### config.mk
export PLATFORM = sky130hd
export DESIGN_NAME = startup_and_id_register_bank
export DESIGN_NICKNAME = d
export VERILOG_FILES = /design/src/design/boot_id_pkg.sv /design/src/design/boot_retry_tracker.sv /design/src/design/startup_and_id_register_bank.sv
export SDC_FILE = /design/constraint.sdc
export NUM_CORES = 1
export LEC_CHECK = 0
export BUFFER_PORTS_ARGS = -buffer_cell sky130_fd_sc_hd__clkbuf_2
export CAP_MARGIN = 20
export CORE_ASPECT_RATIO = 0.5
export CORE_MARGIN = 5
export CORE_UTILIZATION = 35
export CTS_CLUSTER_SIZE = 14
export DETAILED_ROUTE_END_ITERATION = 10
export SYNTH_ARGS = -nofsm -noshare
export SYNTH_HDL_FRONTEND = slang
export SYNTH_SLANG_ARGS = --single-unit
### constraint.sdc
create_clock -name core_clk -period 5.7 [get_ports core_clk]
set_clock_uncertainty 0.2 [all_clocks]
set_input_delay 0.57 -clock core_clk [delete_from_list [all_inputs] [get_ports core_clk]]
set_output_delay 0.57 -clock core_clk [all_outputs]
set_load 0.005 [all_outputs]
### src/design/boot_id_pkg.sv
// Package with the address map, field layout and reset values of the start-up and identification bank.
package boot_id_pkg;

	localparam int unsigned ADDR_W = 16;
	localparam int unsigned DATA_W = 8;
	localparam int unsigned RETRY_W = 5;

	// Offsets of the registers held in this bank.
	localparam logic [15:0] OFS_BOOT_SOURCE_AND_RETRY    = 16'h0000;
	localparam logic [15:0] OFS_EEPROM_BUS_ADDRESS_CFG   = 16'h0001;
	localparam logic [15:0] OFS_REVISION_AND_PART_HIGH   = 16'h0002;
	localparam logic [15:0] OFS_PART_IDENTIFIER_MID      = 16'h0003;
	localparam logic [15:0] OFS_PART_LOW_AND_CONFIG_HIGH = 16'h0004;
	localparam logic [15:0] OFS_FACTORY_CONFIG_CODE_LOW  = 16'h0005;

	// Upper bound of each block in the control and status spaces.
	localparam logic [15:0] END_STARTUP    = 16'h0001;
	localparam logic [15:0] END_IDENT      = 16'h0005;
	localparam logic [15:0] END_SERIAL     = 16'h0007;
	localparam logic [15:0] END_DPLL0      = 16'h003A;
	localparam logic [15:0] END_DPLL1      = 16'h006D;
	localparam logic [15:0] END_GPIO       = 16'h0076;
	localparam logic [15:0] END_OUTPUT     = 16'h00AB;
	localparam logic [15:0] END_APLL0      = 16'h00AF;
	localparam logic [15:0] END_APLL1      = 16'h00B3;
	localparam logic [15:0] END_PWRDN      = 16'h00B8;
	localparam logic [15:0] END_INMON      = 16'h00C6;
	localparam logic [15:0] END_IRQ_EN     = 16'h00C7;
	localparam logic [15:0] END_PHASE_DET  = 16'h00CB;
	localparam logic [15:0] END_CTRL_RSVD  = 16'h01FF;
	localparam logic [15:0] END_IRQ_STAT   = 16'h0203;
	localparam logic [15:0] END_OUT_PHASE  = 16'h0204;
	localparam logic [15:0] END_DPLL0_STAT = 16'h020E;
	localparam logic [15:0] END_DPLL1_STAT = 16'h0218;
	localparam logic [15:0] END_GPI_STAT   = 16'h0219;
	localparam logic [15:0] END_GLOBAL     = 16'h021F;
	localparam logic [15:0] END_STAT_RSVD  = 16'h03FF;

	// Field positions inside the start-up and identification bytes.
	localparam int unsigned POS_RETRY_LSB   = 3;
	localparam int unsigned POS_RSVD_BOOT   = 2;
	localparam int unsigned POS_OTP_SEL_N   = 1;
	localparam int unsigned POS_EXT_SEL_N   = 0;
	localparam int unsigned POS_WIDE_PAGE   = 7;
	localparam int unsigned POS_CODE_ONE    = 0;

	// Values after reset that are fixed constants.
	localparam logic [4:0] RST_RETRY    = 5'h01;
	localparam logic [7:0] RST_ZERO     = 8'h00;
	localparam logic [0:0] CODE_LSB_ONE = 1'h1;

	typedef enum logic [4:0] {
		BLK_STARTUP, BLK_IDENT, BLK_SERIAL, BLK_DPLL0, BLK_DPLL1, BLK_GPIO,
		BLK_OUTPUT, BLK_APLL0, BLK_APLL1, BLK_PWRDN, BLK_INMON, BLK_IRQ_EN,
		BLK_PHASE_DET, BLK_IRQ_STAT, BLK_OUT_PHASE, BLK_DPLL0_STAT,
		BLK_DPLL1_STAT, BLK_GPI_STAT, BLK_GLOBAL, BLK_RESERVED
	} block_t;

endpackage : boot_id_pkg

### src/design/boot_retry_tracker.sv
// Arbitration retry and abort tracking for the external boot memory read.
`timescale 1ns/1ps
`default_nettype none
module boot_retry_tracker
	import boot_id_pkg::*;
(
	input  wire logic               core_clk,
	input  wire logic               rst,
	input  wire logic               boot_start,
	input  wire logic [RETRY_W-1:0] retry_limit,
	input  wire logic               arb_lost,
	input  wire logic               slave_nack,
	input  wire logic               addr_collision,
	input  wire logic               crc_mismatch,
	input  wire logic               response_timeout,
	input  wire logic               failure_clear,
	output logic                    retry_request,
	output logic                    boot_abort,
	output logic                    boot_load_failure
);

	logic [RETRY_W-1:0] retries_left;
	logic               hard_fault;
	logic               out_of_retries;
	logic               abort_now;

	assign hard_fault     = slave_nack | addr_collision | crc_mismatch | response_timeout;
	assign out_of_retries = arb_lost && (retries_left == '0);
	assign abort_now      = hard_fault | out_of_retries;

	always_ff @(posedge core_clk) begin
		if (rst) begin
			retries_left <= RST_RETRY;
		end else if (boot_start) begin
			retries_left <= retry_limit;
		end else if (arb_lost && retries_left != '0) begin
			retries_left <= retries_left - 1'b1;
		end
	end

	always_ff @(posedge core_clk) begin
		if (rst) begin
			retry_request     <= 1'b0;
			boot_abort        <= 1'b0;
			boot_load_failure <= 1'b0;
		end else begin
			retry_request <= arb_lost && !abort_now && !boot_start;
			boot_abort    <= abort_now && !boot_start;
			// A fault in the same cycle as a clear still leaves the flag set.
			if (abort_now && !boot_start) begin
				boot_load_failure <= 1'b1;
			end else if (failure_clear || boot_start) begin
				boot_load_failure <= 1'b0;
			end
		end
	end

endmodule : boot_retry_tracker
`default_nettype wire

### src/design/startup_and_id_register_bank.sv
// Start-up boot controls, identification bytes and top-level address decode.
`timescale 1ns/1ps
`default_nettype none
module startup_and_id_register_bank
	import boot_id_pkg::*;
#(
	// Arbitrary neutral identity values.
	parameter logic [3:0]  REVISION_ID = 4'h0,
	parameter logic [15:0] PART_ID     = 16'h0000
) (
	input  wire logic                core_clk,
	input  wire logic                rst,
	input  wire logic                addr_load,
	input  wire logic [ADDR_W-1:0]   addr_start,
	input  wire logic                wr_strobe,
	input  wire logic [DATA_W-1:0]   wr_data,
	input  wire logic                rd_strobe,
	input  wire logic                boot_busy,
	input  wire logic                factory_otp_select_n,
	input  wire logic                factory_ext_select_n,
	input  wire logic                factory_wide_page,
	input  wire logic [6:0]          factory_bus_address,
	input  wire logic [10:0]         factory_config_code,
	input  wire logic                boot_start,
	input  wire logic                arb_lost,
	input  wire logic                slave_nack,
	input  wire logic                addr_collision,
	input  wire logic                crc_mismatch,
	input  wire logic                response_timeout,
	input  wire logic                failure_clear,
	output logic [DATA_W-1:0]        rd_data,
	output logic                     rd_valid,
	output logic [ADDR_W-1:0]        cur_addr,
	output block_t                   cur_block,
	output logic                     bank_hit,
	output logic                     reserved_hit,
	output logic [RETRY_W-1:0]       arbitration_retry_count,
	output logic                     otp_boot_select_n,
	output logic                     ext_boot_select_n,
	output logic                     wide_page_addressing,
	output logic [6:0]               boot_memory_bus_address,
	output logic [10:0]              config_code,
	output logic                     otp_full_load,
	output logic                     ext_boot_enable,
	output logic                     retry_request,
	output logic                     boot_abort,
	output logic                     boot_load_failure
);

	// Maps a register address onto the functional block that owns it.
	function automatic block_t decode_block(input logic [ADDR_W-1:0] a);
		block_t b;
		b = BLK_RESERVED;
		if (a <= END_STARTUP)           b = BLK_STARTUP;
		else if (a <= END_IDENT)        b = BLK_IDENT;
		else if (a <= END_SERIAL)       b = BLK_SERIAL;
		else if (a <= END_DPLL0)        b = BLK_DPLL0;
		else if (a <= END_DPLL1)        b = BLK_DPLL1;
		else if (a <= END_GPIO)         b = BLK_GPIO;
		else if (a <= END_OUTPUT)       b = BLK_OUTPUT;
		else if (a <= END_APLL0)        b = BLK_APLL0;
		else if (a <= END_APLL1)        b = BLK_APLL1;
		else if (a <= END_PWRDN)        b = BLK_PWRDN;
		else if (a <= END_INMON)        b = BLK_INMON;
		else if (a <= END_IRQ_EN)       b = BLK_IRQ_EN;
		else if (a <= END_PHASE_DET)    b = BLK_PHASE_DET;
		else if (a <= END_CTRL_RSVD)    b = BLK_RESERVED;
		else if (a <= END_IRQ_STAT)     b = BLK_IRQ_STAT;
		else if (a <= END_OUT_PHASE)    b = BLK_OUT_PHASE;
		else if (a <= END_DPLL0_STAT)   b = BLK_DPLL0_STAT;
		else if (a <= END_DPLL1_STAT)   b = BLK_DPLL1_STAT;
		else if (a <= END_GPI_STAT)     b = BLK_GPI_STAT;
		else if (a <= END_GLOBAL)       b = BLK_GLOBAL;
		return b;
	endfunction : decode_block

	// Stored bytes of the bank.
	logic [RETRY_W-1:0] retry_field;
	logic               boot_rsvd;
	logic               otp_sel_n;
	logic               ext_sel_n;
	logic               wide_page;
	logic [6:0]         mem_addr;
	logic [3:0]         revision_field;
	logic [15:0]        part_identifier;
	logic [10:0]        code_field;
	logic [ADDR_W-1:0]  addr_ptr;

	// Decode of the current pointer.
	logic        access_ok;
	logic        do_write;
	logic        do_read;
	logic        sel_boot_src;
	logic        sel_mem_cfg;
	logic        sel_rev_part;
	logic        sel_part_mid;
	logic        sel_part_code;
	logic        sel_code_low;
	logic [7:0]  next_rd_data;
	block_t      ptr_block;
	logic        wr_boot_src;
	logic        wr_mem_cfg;
	logic        wr_rev_part;
	logic        wr_part_mid;
	logic        wr_part_code;
	logic        wr_code_low;
	logic        ptr_in_bank;

	// While the boot loader owns the bus the serial port is not answered.
	assign access_ok     = !boot_busy;
	assign do_write      = wr_strobe && access_ok;
	assign do_read       = rd_strobe && access_ok;
	assign ptr_block     = decode_block(addr_ptr);
	assign sel_boot_src  = addr_ptr == OFS_BOOT_SOURCE_AND_RETRY;
	assign sel_mem_cfg   = addr_ptr == OFS_EEPROM_BUS_ADDRESS_CFG;
	assign sel_rev_part  = addr_ptr == OFS_REVISION_AND_PART_HIGH;
	assign sel_part_mid  = addr_ptr == OFS_PART_IDENTIFIER_MID;
	assign sel_part_code = addr_ptr == OFS_PART_LOW_AND_CONFIG_HIGH;
	assign sel_code_low  = addr_ptr == OFS_FACTORY_CONFIG_CODE_LOW;
	// Addresses are compared whole, so a high offset never aliases onto the bank.
	assign ptr_in_bank   = ptr_block == BLK_STARTUP || ptr_block == BLK_IDENT;

	// Write enables per byte; a write that matches no byte here is dropped.
	assign wr_boot_src   = do_write && sel_boot_src;
	assign wr_mem_cfg    = do_write && sel_mem_cfg;
	assign wr_rev_part   = do_write && sel_rev_part;
	assign wr_part_mid   = do_write && sel_part_mid;
	assign wr_part_code  = do_write && sel_part_code;
	assign wr_code_low   = do_write && sel_code_low;

	// Read multiplexer; other blocks read as zero from this bank.
	always_comb begin
		next_rd_data = RST_ZERO;
		if (sel_boot_src) begin
			next_rd_data = {retry_field, boot_rsvd, otp_sel_n, ext_sel_n};
		end else if (sel_mem_cfg) begin
			next_rd_data = {wide_page, mem_addr};
		end else if (sel_rev_part) begin
			next_rd_data = {revision_field, part_identifier[15:12]};
		end else if (sel_part_mid) begin
			next_rd_data = part_identifier[11:4];
		end else if (sel_part_code) begin
			next_rd_data = {part_identifier[3:0], code_field[10:7]};
		end else if (sel_code_low) begin
			next_rd_data = {code_field[6:0], CODE_LSB_ONE};
		end
	end

	// Address pointer for block transfers.
	always_ff @(posedge core_clk) begin
		if (rst) begin
			addr_ptr <= '0;
		end else if (addr_load && access_ok) begin
			addr_ptr <= addr_start;
		end else if (do_write || do_read) begin
			addr_ptr <= addr_ptr + 1'b1;
		end
	end

	// Start-up byte zero, retry field and reserved bit.
	always_ff @(posedge core_clk) begin
		if (rst) begin
			retry_field <= RST_RETRY;
			boot_rsvd   <= 1'b0;
		end else if (wr_boot_src) begin
			retry_field <= wr_data[POS_RETRY_LSB +: RETRY_W];
			boot_rsvd   <= wr_data[POS_RSVD_BOOT];
		end
	end

	// Boot selects; factory values are loaded in the reset cycle.
	always_ff @(posedge core_clk) begin
		if (rst) begin
			otp_sel_n <= factory_otp_select_n;
			ext_sel_n <= factory_ext_select_n;
		end else if (wr_boot_src) begin
			otp_sel_n <= wr_data[POS_OTP_SEL_N];
			ext_sel_n <= wr_data[POS_EXT_SEL_N];
		end
	end

	// Start-up byte one, wide addressing flag.
	always_ff @(posedge core_clk) begin
		if (rst) begin
			wide_page <= factory_wide_page;
		end else if (wr_mem_cfg) begin
			wide_page <= wr_data[POS_WIDE_PAGE];
		end
	end

	// Start-up byte one, boot memory bus address.
	always_ff @(posedge core_clk) begin
		if (rst) begin
			mem_addr <= factory_bus_address;
		end else if (wr_mem_cfg) begin
			mem_addr <= wr_data[6:0];
		end
	end

	// Revision nibble.
	always_ff @(posedge core_clk) begin
		if (rst) begin
			revision_field <= REVISION_ID;
		end else if (wr_rev_part) begin
			revision_field <= wr_data[7:4];
		end
	end

	// Part identifier, spread over three bytes.
	always_ff @(posedge core_clk) begin
		if (rst) begin
			part_identifier <= PART_ID;
		end else if (wr_rev_part) begin
			part_identifier[15:12] <= wr_data[3:0];
		end else if (wr_part_mid) begin
			part_identifier[11:4] <= wr_data;
		end else if (wr_part_code) begin
			part_identifier[3:0] <= wr_data[7:4];
		end
	end

	// Configuration code; bit zero of its low byte reads as one and takes no write.
	always_ff @(posedge core_clk) begin
		if (rst) begin
			code_field <= factory_config_code;
		end else if (wr_part_code) begin
			code_field[10:7] <= wr_data[3:0];
		end else if (wr_code_low) begin
			code_field[6:0] <= wr_data[7:1];
		end
	end

	// Read data is registered and stands until the next read.
	always_ff @(posedge core_clk) begin
		if (rst) begin
			rd_data  <= RST_ZERO;
			rd_valid <= 1'b0;
		end else begin
			rd_valid <= do_read;
			if (do_read) begin
				rd_data <= next_rd_data;
			end
		end
	end

	// Block decode of the pointer, one cycle behind it.
	always_ff @(posedge core_clk) begin
		if (rst) begin
			cur_block    <= BLK_STARTUP;
			bank_hit     <= 1'b0;
			reserved_hit <= 1'b0;
		end else begin
			cur_block    <= ptr_block;
			bank_hit     <= ptr_in_bank;
			reserved_hit <= ptr_block == BLK_RESERVED;
		end
	end

	assign cur_addr                = addr_ptr;
	assign arbitration_retry_count = retry_field;
	assign otp_boot_select_n       = otp_sel_n;
	assign ext_boot_select_n       = ext_sel_n;
	assign wide_page_addressing    = wide_page;
	assign boot_memory_bus_address = mem_addr;
	assign config_code             = code_field;
	assign otp_full_load           = !otp_sel_n;
	assign ext_boot_enable         = !ext_sel_n;

	// Retry accounting for the boot loader; a limit of zero aborts on the first loss.
	boot_retry_tracker i_boot_retry_tracker (
		.core_clk          (core_clk),
		.rst               (rst),
		.boot_start        (boot_start),
		.retry_limit       (retry_field),
		.arb_lost          (arb_lost),
		.slave_nack        (slave_nack),
		.addr_collision    (addr_collision),
		.crc_mismatch      (crc_mismatch),
		.response_timeout  (response_timeout),
		.failure_clear     (failure_clear),
		.retry_request     (retry_request),
		.boot_abort        (boot_abort),
		.boot_load_failure (boot_load_failure)
	);

endmodule : startup_and_id_register_bank
`default_nettype wire

==> summary.txt, run 1 <==
Routing
  – DRC viols: 0
  – DR vias: about 4300
  – Vias/cell: 5.27
  – WL final: 13200 µm
  – Wirelength per Cell: 16.2 µm
  – Routed Antenna Nets: 0
  – Number of DRC markers in iteration 0: 394
  – 1st-pass router iterations: 5

Setup path
  – Setup CP Type: reg -> reg
  – CP Capture Type: flip-flop
  – Data arrival, critical path: between 2000 and 3000 ps
  – Crit Path Max Fanout: 21
  – Crit start category: flip-flop
  – Worst EP required: 5520 ps

Timing
  – Final worst path period share: 0.537
  – Max-slew violation count: 0
  – RSZ-0062 raised after global routing: false
  – Worst slew pin tran: 896 ps
  – Final setup fails: 0
  – Setup TNS Final: 0 ps
  – FMAX: 327 MHz
  – Tmin final: 3060 ps
  – Final-report hold violation count: 0
  – Slew HR: 0.402

Clock network
  – Worst-Skew Late Latency: 340 ps
  – Clock buffer depth: 2
  – Reg clk slew, reported paths: 60 ps
  – H-tree levels: 3
  – Post-CTS setup buffers: 0
  – Total CTS buffers: 9
  – CTS tree: done
  – CTS root buf: clkbuf_16
  – Post_cts resized: 0
  – Hold_buf cts: 0
  – Clk sinks: 87

Global route
  – Grt met3 use: 0.0485
  – First-pass GRT wire length: roughly 21000 µm
  – Met2 Use GR: 0.259
  – Vias in the first global route: 4093
  – Most Crowded Layer GR: met2
  – Total congestion overflow: 0
  – Initial antenna violation count: 0
  – All-Layer GR Usage: 0.170
  – Largest net degree at the start of global routing: 55
  – Met1 Use GR: 0.236

Final layout
  – Diodes inserted: 0
  – Nets: 709
  – Proportion of layout cells with a drive suffix above 1: 0.225
  – Synthesis-to-finish area growth: 22.1%
  – Filler cell count: 1287

Die
  – Die width: 172 µm
  – Die area: 0.0156 mm²
  – Core Area: about 0.013 mm²
  – Rows: 29
  – Initial Utilization: 0.360
  – Height of the die: 90.9 µm
  – IO Count: 121

Yosys
  – Synth Register Bits: just under 90
  – EDFF count, synth: 21
  – Synth Instances: 545
  – Synth Flop Type: dfxtp_1
  – Syn Nets: 610
  – Yosys top cell area share: 0.288
  – Register area share after synthesis: 0.426
  – Distinct cells, synth: between 50 and 60
  – Synth top area cells: dfxtp_1, edfxtp_1, nand2_1, nor2_1, mux2i_1
  – Most common cell in the netlist: nand2_1
  – Avg Inst Size Synth: 8.41 µm²
  – Synth Warn #: 0
  – Post-Syn Area: roughly 0.0046 mm²
  – Synth top cells by count: nand2_1, nor2_1, dfxtp_1, a21oi_1, clkbuf_1
  – Post-synthesis async set-or-reset flop share: 0
  – Synth area leader: dfxtp_1

Power
  – Worst IR Drop VDD: 0.123 mV
  – Clock power share: 0.392
  – Pint: 0.00113 W
  – Switching Fraction: 0.273
  – Cell Pwr Density: 277 mW/mm²
  – Power Total: 0.00155 W
  – Sequential power share: 0.452
  – P_leak: 2.33 nW
  – Combinational Power Share: 0.156
  – Sw Pwr: 0.000423 W

Place
  – Detailed Place HPWL: 9880 µm
  – Buffers on Ports: 120
  – Routability cong.: 0.873

Status
  – Status: finished clean

Run
  – Max-Cap Viols: 0

Hold path
  – Hold WC Path Type: reg -> reg
==> layout by cell type (no fill, tap or decap), drive strengths merged, types with 11 or more instances in the layout <==
master,instances
inv,11
clkbuf,130
dfxtp,66
nor2,77
mux2i,24
a211oi,20
a21oi,32
edfxtp,21
nand2,87
nand2b,20
a22oi,14
==> power groups by stage <==
stage / Combinational [W] / Clock (W) / Sequential (W)
after floorplan: 0.000157 / 0 / 0.000702
after global placement: 0.000239 / 0 / 0.000715
after detailed placement: 0.000240 / 0 / 0.000716
after CTS: 0.000241 / 0.000619 / 0.000702
after global routing: 0.000269 / 0.000653 / 0.000706
final: 0.000242 / 0.000608 / 0.000702
==> worst paths after layout <==
check	startpoint	to	slack, ps	cells past startpoint
min	rd_data[0]	rd_data[0]	260	2
min reg2reg	rd_data[0]	rd_data[0]	260	2
max reg2reg	cur_addr[1]	config_code[4]	2640	5
max	cur_addr[1]	config_code[4]	2640	5
==> metrics by stage <==
stage	cell area [µm²]	util	hold slack (ps)	std cells	setup slack [ps]
after floorplan	4580	-	246	545	3410
after global placement	5270	0.414	246	802	2860
after detailed placement	5270	0.414	253	802	2660
after CTS	5580	0.438	262	818	2650
after global routing	5590	0.439	276	819	2320
final	5590	0.439	258	819	2640
==> state kept, by name, indices dropped and copies added, names as in the netlist <==
| register | count |
|---|---|
| arbitration_retry_count | 5 |
| bank_hit | 1 |
| i_boot_retry_tracker.boot_abort | 1 |
| config_code | 11 |
| rd_data | 8 |
| boot_memory_bus_address | 7 |
| i_boot_retry_tracker.boot_load_failure | 1 |
| wide_page_addressing | 1 |
| ext_boot_select_n | 1 |
| rd_valid | 1 |
| cur_block | 5 |
| otp_boot_select_n | 1 |
| boot_rsvd | 1 |
| part_identifier | 16 |
| reserved_hit | 1 |
| cur_addr | 16 |
| i_boot_retry_tracker.retry_request | 1 |
| i_boot_retry_tracker.retries_left | 5 |
| revision_field | 4 |
==> area by class of cell <==
type	count	area (µm²)	share of cell area
tap	170	213	0.0380
multi-input combinational	411	2440	0.437
inverter	12	45.0	0.00805
timing repair buffer	123	631	0.113
clock inverter	5	55.1	0.00984
clock buffer	11	254	0.0454
sequential	87	1950	0.349
==> critical path: stages (launching register included) <==
cell,delay [ps]
dfxtp_1,400
inv_1,140
ha_1,590
clkinv_1,430
nor2_1,570
a21o_1,400
==> kinds of logic (layout without fill, tap and decap cells) <==
logic type,Yosys count,after routing,synth area share
and+or+nand+nor,250,250,0.266
AOI/OAI and AO/OA,116,116,0.169
DFF,87,87,0.426
buffers and inverters,47,151,0.0407
muxes,25,25,0.0549
xor gates and xnor gates,13,13,0.0248
adders and majority gates,7,7,0.0191
==> metal layers <==
layer / vias up / share of wire
li1: 2149 / -
met1: 1997 / 0.47
met2: 146 / 0.45
met3: 22 / 0.071
met4: 0 / 0.015
met5: - / 0
No activity file was read; power rests on OpenSTA's default activity.
==> run 2: changes to the inputs <==
==> constraint.sdc (replaced) <==
create_clock -name core_clk -period 3.15 [get_ports core_clk]
set_clock_uncertainty 0.2 [all_clocks]
set_input_delay 0.315 -clock core_clk [delete_from_list [all_inputs] [get_ports core_clk]]
set_output_delay 0.315 -clock core_clk [all_outputs]
set_load 0.005 [all_outputs]
==> run 2 against run 1 <==
Against the previous run:
- worst setup slack lost 2100 ps
- maximum frequency grew 18%
- clock power grew 66%
- via count grew 0.93%
- critical path type unchanged
- highest routed layer unchanged
==> summary.txt, run 2 (same netlist as run 1, synthesis figures left out) <==
Status
  – Status: finished clean (unchanged)

Global route
  – Initial antenna violation count: 0 (unchanged)
  – Largest net degree at the start of global routing: 35 (was 55)
  – First-pass GRT wire length: 21600 µm (was 21500 µm)
  – Total congestion overflow: 0 (unchanged)
  – All-Layer GR Usage: 0.173 (was 0.170)
  – Vias in the first global route: 4099 (was 4093)

Final layout
  – Nets: 719 (was 709)
  – Fin area: 0.00564 mm² (was 0.00559 mm²)
  – Synthesis-to-finish area growth: 23.0% (was 22.1%)
  – Diodes inserted: 0 (unchanged)
  – Commonest non-fill, non-tap cell in the layout: clkbuf_2 (unchanged)
  – Most frequent cells in the layout: clkbuf_2, nand2_1, nor2_1 (unchanged)
  – Footprint of the multi-input gates: 0.00244 mm² (unchanged)
  – Sequential cell area: 0.00195 mm² (unchanged)
  – Proportion of layout cells with a drive suffix above 1: 0.238 (was 0.225)
  – Filler cell count: 1280 (was 1287)

Die
  – Height of the die: 90.9 µm (unchanged)
  – Rows: 29 (unchanged)
  – Die width: 172 µm (unchanged)
  – Initial Utilization: 0.360 (unchanged)
  – Die area: 0.0156 mm² (unchanged)
  – IO Count: 121 (unchanged)
  – Core Area: 0.0127 mm² (unchanged)

Routing
  – Wirelength per Cell: 16.1 µm (was 16.2 µm)
  – DRC viols: 0 (unchanged)
  – Vias/cell: 5.25 (was 5.27)
  – WL final: 13400 µm (was 13200 µm)
  – 1st-pass router iterations: 6 (was 5)
  – DR vias: 4354 (was 4314)
  – Number of DRC markers in iteration 0: 382 (was 394)
  – Routed Antenna Nets: 0 (unchanged)

Timing
  – Final setup fails: 0 (unchanged)
  – Final-report hold violation count: 0 (unchanged)
  – Setup TNS Final: 0 ps (unchanged)
  – Final worst path period share: 0.821 (was 0.537)
  – Max-slew violation count: 0 (unchanged)
  – FMAX: 387 MHz (was 327 MHz)
  – Worst slew pin tran: 796 ps (was 896 ps)
  – Slew HR: 0.467 (was 0.402)
  – RSZ-0062 raised after global routing: false (unchanged)
  – Tmin final: 2590 ps (was 3060 ps)

Power
  – Cell Pwr Density: 484 mW/mm² (was 277 mW/mm²)
  – P_leak: 2.37 nW (was 2.33 nW)
  – Worst IR Drop VDD: 0.241 mV (was 0.123 mV)

Clock network
  – CTS root buf: clkbuf_16 (unchanged)
  – Clk sinks: 87 (unchanged)
  – Post_cts resized: 0 (unchanged)
  – H-tree levels: 3 (unchanged)
  – Worst-Skew Late Latency: 340 ps (about the same)
  – Clock buffer depth: 2 (unchanged)
  – Hold_buf cts: 0 (unchanged)
  – Total CTS buffers: 9 (unchanged)
  – Post-CTS setup buffers: 0 (unchanged)
  – Reg clk slew, reported paths: 60 ps (about the same)
  – CTS tree: done (unchanged)

Setup path
  – Data arrival, critical path: 2380 ps (was 2880 ps)
  – Slowest-stage cell, CP: nor4_2 (was ha_1)
  – CP Capture Type: flip-flop (unchanged)
  – Slowest stage delay, CP: 450 ps (was 590 ps)
  – R2R setup slack: 560 ps (was 2640 ps)
  – Crit Reg-Reg Endpoint: boot_memory_bus_address[1] (was config_code[4])
  – CP cell instances: nor4_2 -> nand4_2 -> nor2_2 -> a21o_1 (was inv_1 -> ha_1 -> clkinv_1 -> nor2_1 -> a21o_1)
  – Worst r2r src: cur_addr[5] (was cur_addr[1])
  – Worst EP required: 2950 ps (was 5520 ps)
  – Crit start category: flip-flop (unchanged)
  – R2r worst-path depth: 4 (was 5)
  – Setup CP Type: reg -> reg (unchanged)
  – Crit Path Max Fanout: 12 (was 21)

Hold path
  – Hold path endpoint: cur_addr[11] (was rd_data[0])
  – Hold WC Path Type: in -> reg (was reg -> reg)
  – Hold Crit Start: addr_start[11] (was rd_data[0])
  – Hold depth: 3 (was 2)

Run
  – Max-Cap Viols: 0 (unchanged)

Place
  – Placed cell areas: 0.00535 mm² (was 0.00527 mm²)
  – Routability cong.: 0.874 (was 0.873)
  – Detailed Place HPWL: 10300 µm (was 9880 µm)
  – Buffers on Ports: 120 (unchanged)
==> run 2: layout make-up <==
class / instances / share of cell area
Multi-Input combinational cell: 411 / 0.434
Timing Repair Buffer: 133 / 0.124
Tap cell: 170 / 0.0377
Clock inverter: 5 / 0.00733
Sequential cell: 87 / 0.346
Clock buffer: 11 / 0.0431
Inverter: 12 / 0.00799
==> run 2: stage by stage <==
stage | power, W | util | hold slack (ps) | cells | worst slack [ps]
after detailed placement | 0.00174 | 0.420 | 253 | 813 | 574
final | 0.00273 | 0.442 | 27.9 | 829 | 564
after CTS | 0.00276 | 0.442 | 15.2 | 829 | 556
after floorplan | 0.00155 | - | 239 | 545 | 864
after global placement | 0.00174 | 0.420 | 246 | 813 | 637
after global routing | 0.00286 | 0.442 | 44.6 | 829 | 373
==> run 2: worst max path at each step <==
stage	start	to	slack, ps	depth (start not counted)
2_1_floorplan	cur_addr[1]	cur_addr[14]	860	8
3_3_place_gp	cur_addr[5]	part_identifier[8]	640	6
3_5_place_dp	cur_addr[12]	boot_memory_bus_address[4]	570	4
4_1_cts	cur_addr[12]	boot_memory_bus_address[1]	560	4
5_1_grt	cur_addr[5]	part_identifier[10]	370	6
6_report	cur_addr[5]	boot_memory_bus_address[1]	560	4
==> run 2: worst max-delay path: cells and delay by family (launching register included) <==
family / cells / cell delay [ps]
AO/OA/AOI/OAI: 1 / 410
AND/OR/NAND/NOR: 3 / 1190
flip-flops: 1 / 430
==> run 2: metal layers <==
metal	track usage	share of wire	vias to the layer above
li1	-	-	2164
met1	0.241	0.48	2057
met2	0.267	0.45	115
met3	0.0433	0.053	18
met4	0.0484	0.014	0
met5	0	0	-
==> run 2: report_power, final <==
group | total (W) | switching (W) | leakage, nW | internal [W]
combinational | 0.000453 | 0.000268 | 1.49 | 0.000185
clock | 0.00101 | 0.000450 | 0.132 | 0.000562
sequential | 0.00126 | 0.0000602 | 0.745 | 0.00120
total | 0.00273 | 0.000778 | 2.37 | 0.00195
==> run 3: changes to the inputs <==
==> constraint.sdc (replaced) <==
create_clock -name core_clk -period 2.3 [get_ports core_clk]
set_clock_uncertainty 0.2 [all_clocks]
set_input_delay 0.23 -clock core_clk [delete_from_list [all_inputs] [get_ports core_clk]]
set_output_delay 0.23 -clock core_clk [all_outputs]
set_load 0.005 [all_outputs]
==> run 3 against run 2 <==
Against the previous run:
- clock-buffer cell count unchanged
- cell count increased by 8.9%
- global-route usage increased by 0.84 points
- power increased by 50%
- via count increased by 5.4%
- register-to-register slack got worse by 420 ps
- sequential power increased by 36%
- worst hold slack got worse by 24 ps
- clock power increased by 59%
- sequential cell count unchanged
- sequential share of layout area decreased by 4.0 points
- critical endpoint is now config_code[0]
- largest cell class unchanged
- highest routed layer unchanged
==> summary.txt, run 3 (same netlist as run 1, synthesis figures left out) <==
Setup path
  – CP cell instances: nor4_4 -> nand4_1 -> nor2_1 -> a21o_1 (was nor4_2 -> nand4_2 -> nor2_2 -> a21o_1)
  – R2r worst-path depth: 4 (unchanged)
  – Worst EP required: 2110 ps (was 2950 ps)
  – Levels on crit path: 4 (unchanged)
  – Slowest stage delay, CP: 460 ps (was 450 ps)
  – CP Capture Type: flip-flop (unchanged)
  – Critical path's top delay family: simple AND/OR/NAND/NOR gates (unchanged)
  – Crit start category: flip-flop (unchanged)
  – Worst r2r src: cur_addr[15] (was cur_addr[5])
  – Data arrival, critical path: 1960 ps (was 2380 ps)
  – R2R setup slack: 140 ps (was 560 ps)
  – Crit Path Max Fanout: 7 (was 12)
  – Slowest-stage cell, CP: nor4_4 (was nor4_2)
  – Crit Reg-Reg Endpoint: config_code[0] (was boot_memory_bus_address[1])
  – Crit path buf inv count: 0 (unchanged)
  – Worst setup path end: config_code[0] (was boot_memory_bus_address[1])
  – Critical path launch point: cur_addr[15] (was cur_addr[5])
  – Setup CP Type: reg -> reg (unchanged)

Final layout
  – Synthesis-to-finish area growth: 39.2% (was 23.0%)
  – Diodes inserted: 0 (unchanged)
  – Finished Core Util: 0.501 (was 0.442)
  – Filler cell count: 1251 (was 1280)
  – Final cell count without fillers: 903 (was 829)
  – Commonest non-fill, non-tap cell in the layout: clkbuf_2 (unchanged)
  – Proportion of layout cells with a drive suffix above 1: 0.267 (was 0.238)
  – Footprint of the multi-input gates: 0.00246 mm² (was 0.00244 mm²)
  – Nets: 793 (was 719)
  – Fin area: 0.00638 mm² (was 0.00564 mm²)
  – Sequential cell area: 0.00195 mm² (about the same)
  – Most frequent cells in the layout: clkbuf_2, nand2_1, nor2_1 (unchanged)

Timing
  – Final-report hold violation count: 0 (unchanged)
  – Worst setup margin: 143 ps (was 564 ps)
  – RSZ-0062 raised after global routing: true (was false)
  – Final worst path period share: 0.938 (was 0.821)
  – Worst slew pin tran: 718 ps (was 796 ps)
  – Slew HR: 0.521 (was 0.467)
  – Tmin final: 2160 ps (was 2590 ps)
  – Final setup fails: 0 (unchanged)
  – Max-slew violation count: 0 (unchanged)
  – FMAX: 464 MHz (was 387 MHz)

Routing
  – DRC viols: 0 (unchanged)
  – Routed Antenna Nets: 0 (unchanged)
  – Vias/cell: 5.08 (was 5.25)
  – Number of DRC markers in iteration 0: 233 (was 382)
  – Wirelength per Cell: 15.6 µm (was 16.1 µm)
  – 1st-pass router iterations: 5 (was 6)
  – WL final: 14100 µm (was 13400 µm)
  – DR vias: 4590 (was 4354)

Clock network
  – H-tree levels: 3 (unchanged)
  – Worst-Skew Late Latency: 340 ps (about the same)
  – Total CTS buffers: 9 (unchanged)
  – Clk sinks: 87 (unchanged)
  – CTS root buf: clkbuf_16 (unchanged)
  – Clock buffer depth: 2 (unchanged)
  – CTS tree: done (unchanged)
  – Post-CTS setup buffers: 0 (unchanged)
  – Reg clk slew, reported paths: 60 ps (about the same)

Die
  – Die width: 172 µm (unchanged)
  – IO Count: 121 (unchanged)
  – Core Area: 0.0127 mm² (unchanged)
  – Rows: 29 (unchanged)
  – Initial Utilization: 0.360 (unchanged)
  – Die area: 0.0156 mm² (unchanged)
  – Height of the die: 90.9 µm (unchanged)

Global route
  – Total congestion overflow: 0 (unchanged)
  – All-Layer GR Usage: 0.181 (was 0.173)
  – Vias in the first global route: 4582 (was 4099)
  – Initial antenna violation count: 0 (unchanged)
  – First-pass GRT wire length: 22900 µm (was 21600 µm)
  – Largest net degree at the start of global routing: 32 (was 35)

Run
  – Max-Cap Viols: 0 (unchanged)

Power
  – Power Total: 0.00409 W (was 0.00273 W)
  – P_leak: 2.72 nW (was 2.37 nW)
  – Worst IR Drop VDD: 0.329 mV (was 0.241 mV)
  – Cell Pwr Density: 641 mW/mm² (was 484 mW/mm²)

Place
  – Routability cong.: 0.865 (was 0.874)
  – Dpl cells: 845 (was 813)
  – Detailed Place HPWL: 10700 µm (was 10300 µm)
  – Buffers on Ports: 120 (unchanged)
  – Placed cell areas: 0.00560 mm² (was 0.00535 mm²)
  – Dpl ws: 90.5 ps (was 574 ps)

Status
  – Status: finished clean (unchanged)

Hold path
  – Hold WC Path Type: in -> reg (unchanged)
  – Hold Crit Start: wr_data[0] (was addr_start[11])
run 3: layer usage:
metal / track usage / part of all wire
met5: 0 / 0
met4: 0.0438 / 0.016
met3: 0.0389 / 0.046
met2: 0.296 / 0.47
met1: 0.246 / 0.47
run 3: stage by stage:
stage | setup TNS (ps) | hold slack, ps
floorplan | 0 | 154
global placement | 0 | 245
detailed placement | 0 | 253
CTS | 0 | 0.410
global route | -24.1 | 21.7
finish | 0 | 3.82
run 3: final cells by class:
type / count / area share
Sequential cell: 87 / 0.306
Timing Repair Buffer: 207 / 0.215
Tap cell: 170 / 0.0334
Clock buffer: 11 / 0.0398
Inverter: 12 / 0.00706
Clock inverter: 5 / 0.0122
Multi-Input combinational cell: 411 / 0.386
run 3: power breakdown:
group | switching (W) | leakage [nW] | internal [W]
combinational | 0.000414 | 1.82 | 0.000355
clock | 0.000592 | 0.163 | 0.00102
sequential | 0.0000592 | 0.745 | 0.00165
total | 0.00107 | 2.72 | 0.00302
run 3: tightest hold or removal path, cell delays in order:
cell and delay [ps]:
clkbuf_2 130, mux2i_1 70, nor2_1 70
run 3: worst min-delay path by stage:
stage | endpoint | slack (ps) | cells past startpoint
after floorplan | arbitration_retry_count[0] | 150 | 2
after global placement | rd_data[0] | 250 | 2
after detailed placement | rd_data[0] | 250 | 2
after CTS | part_identifier[12] | 0.4 | 3
after global routing | arbitration_retry_count[4] | 20 | 3
final | part_identifier[12] | 4 | 3
run 3: what timing repair did:
action | CTS | global route
gates resized for setup | 0 | 10
hold buffers | 42 | 0
hold endpoints to repair | 41 | 0
setup endpoints to repair | 0 | 23
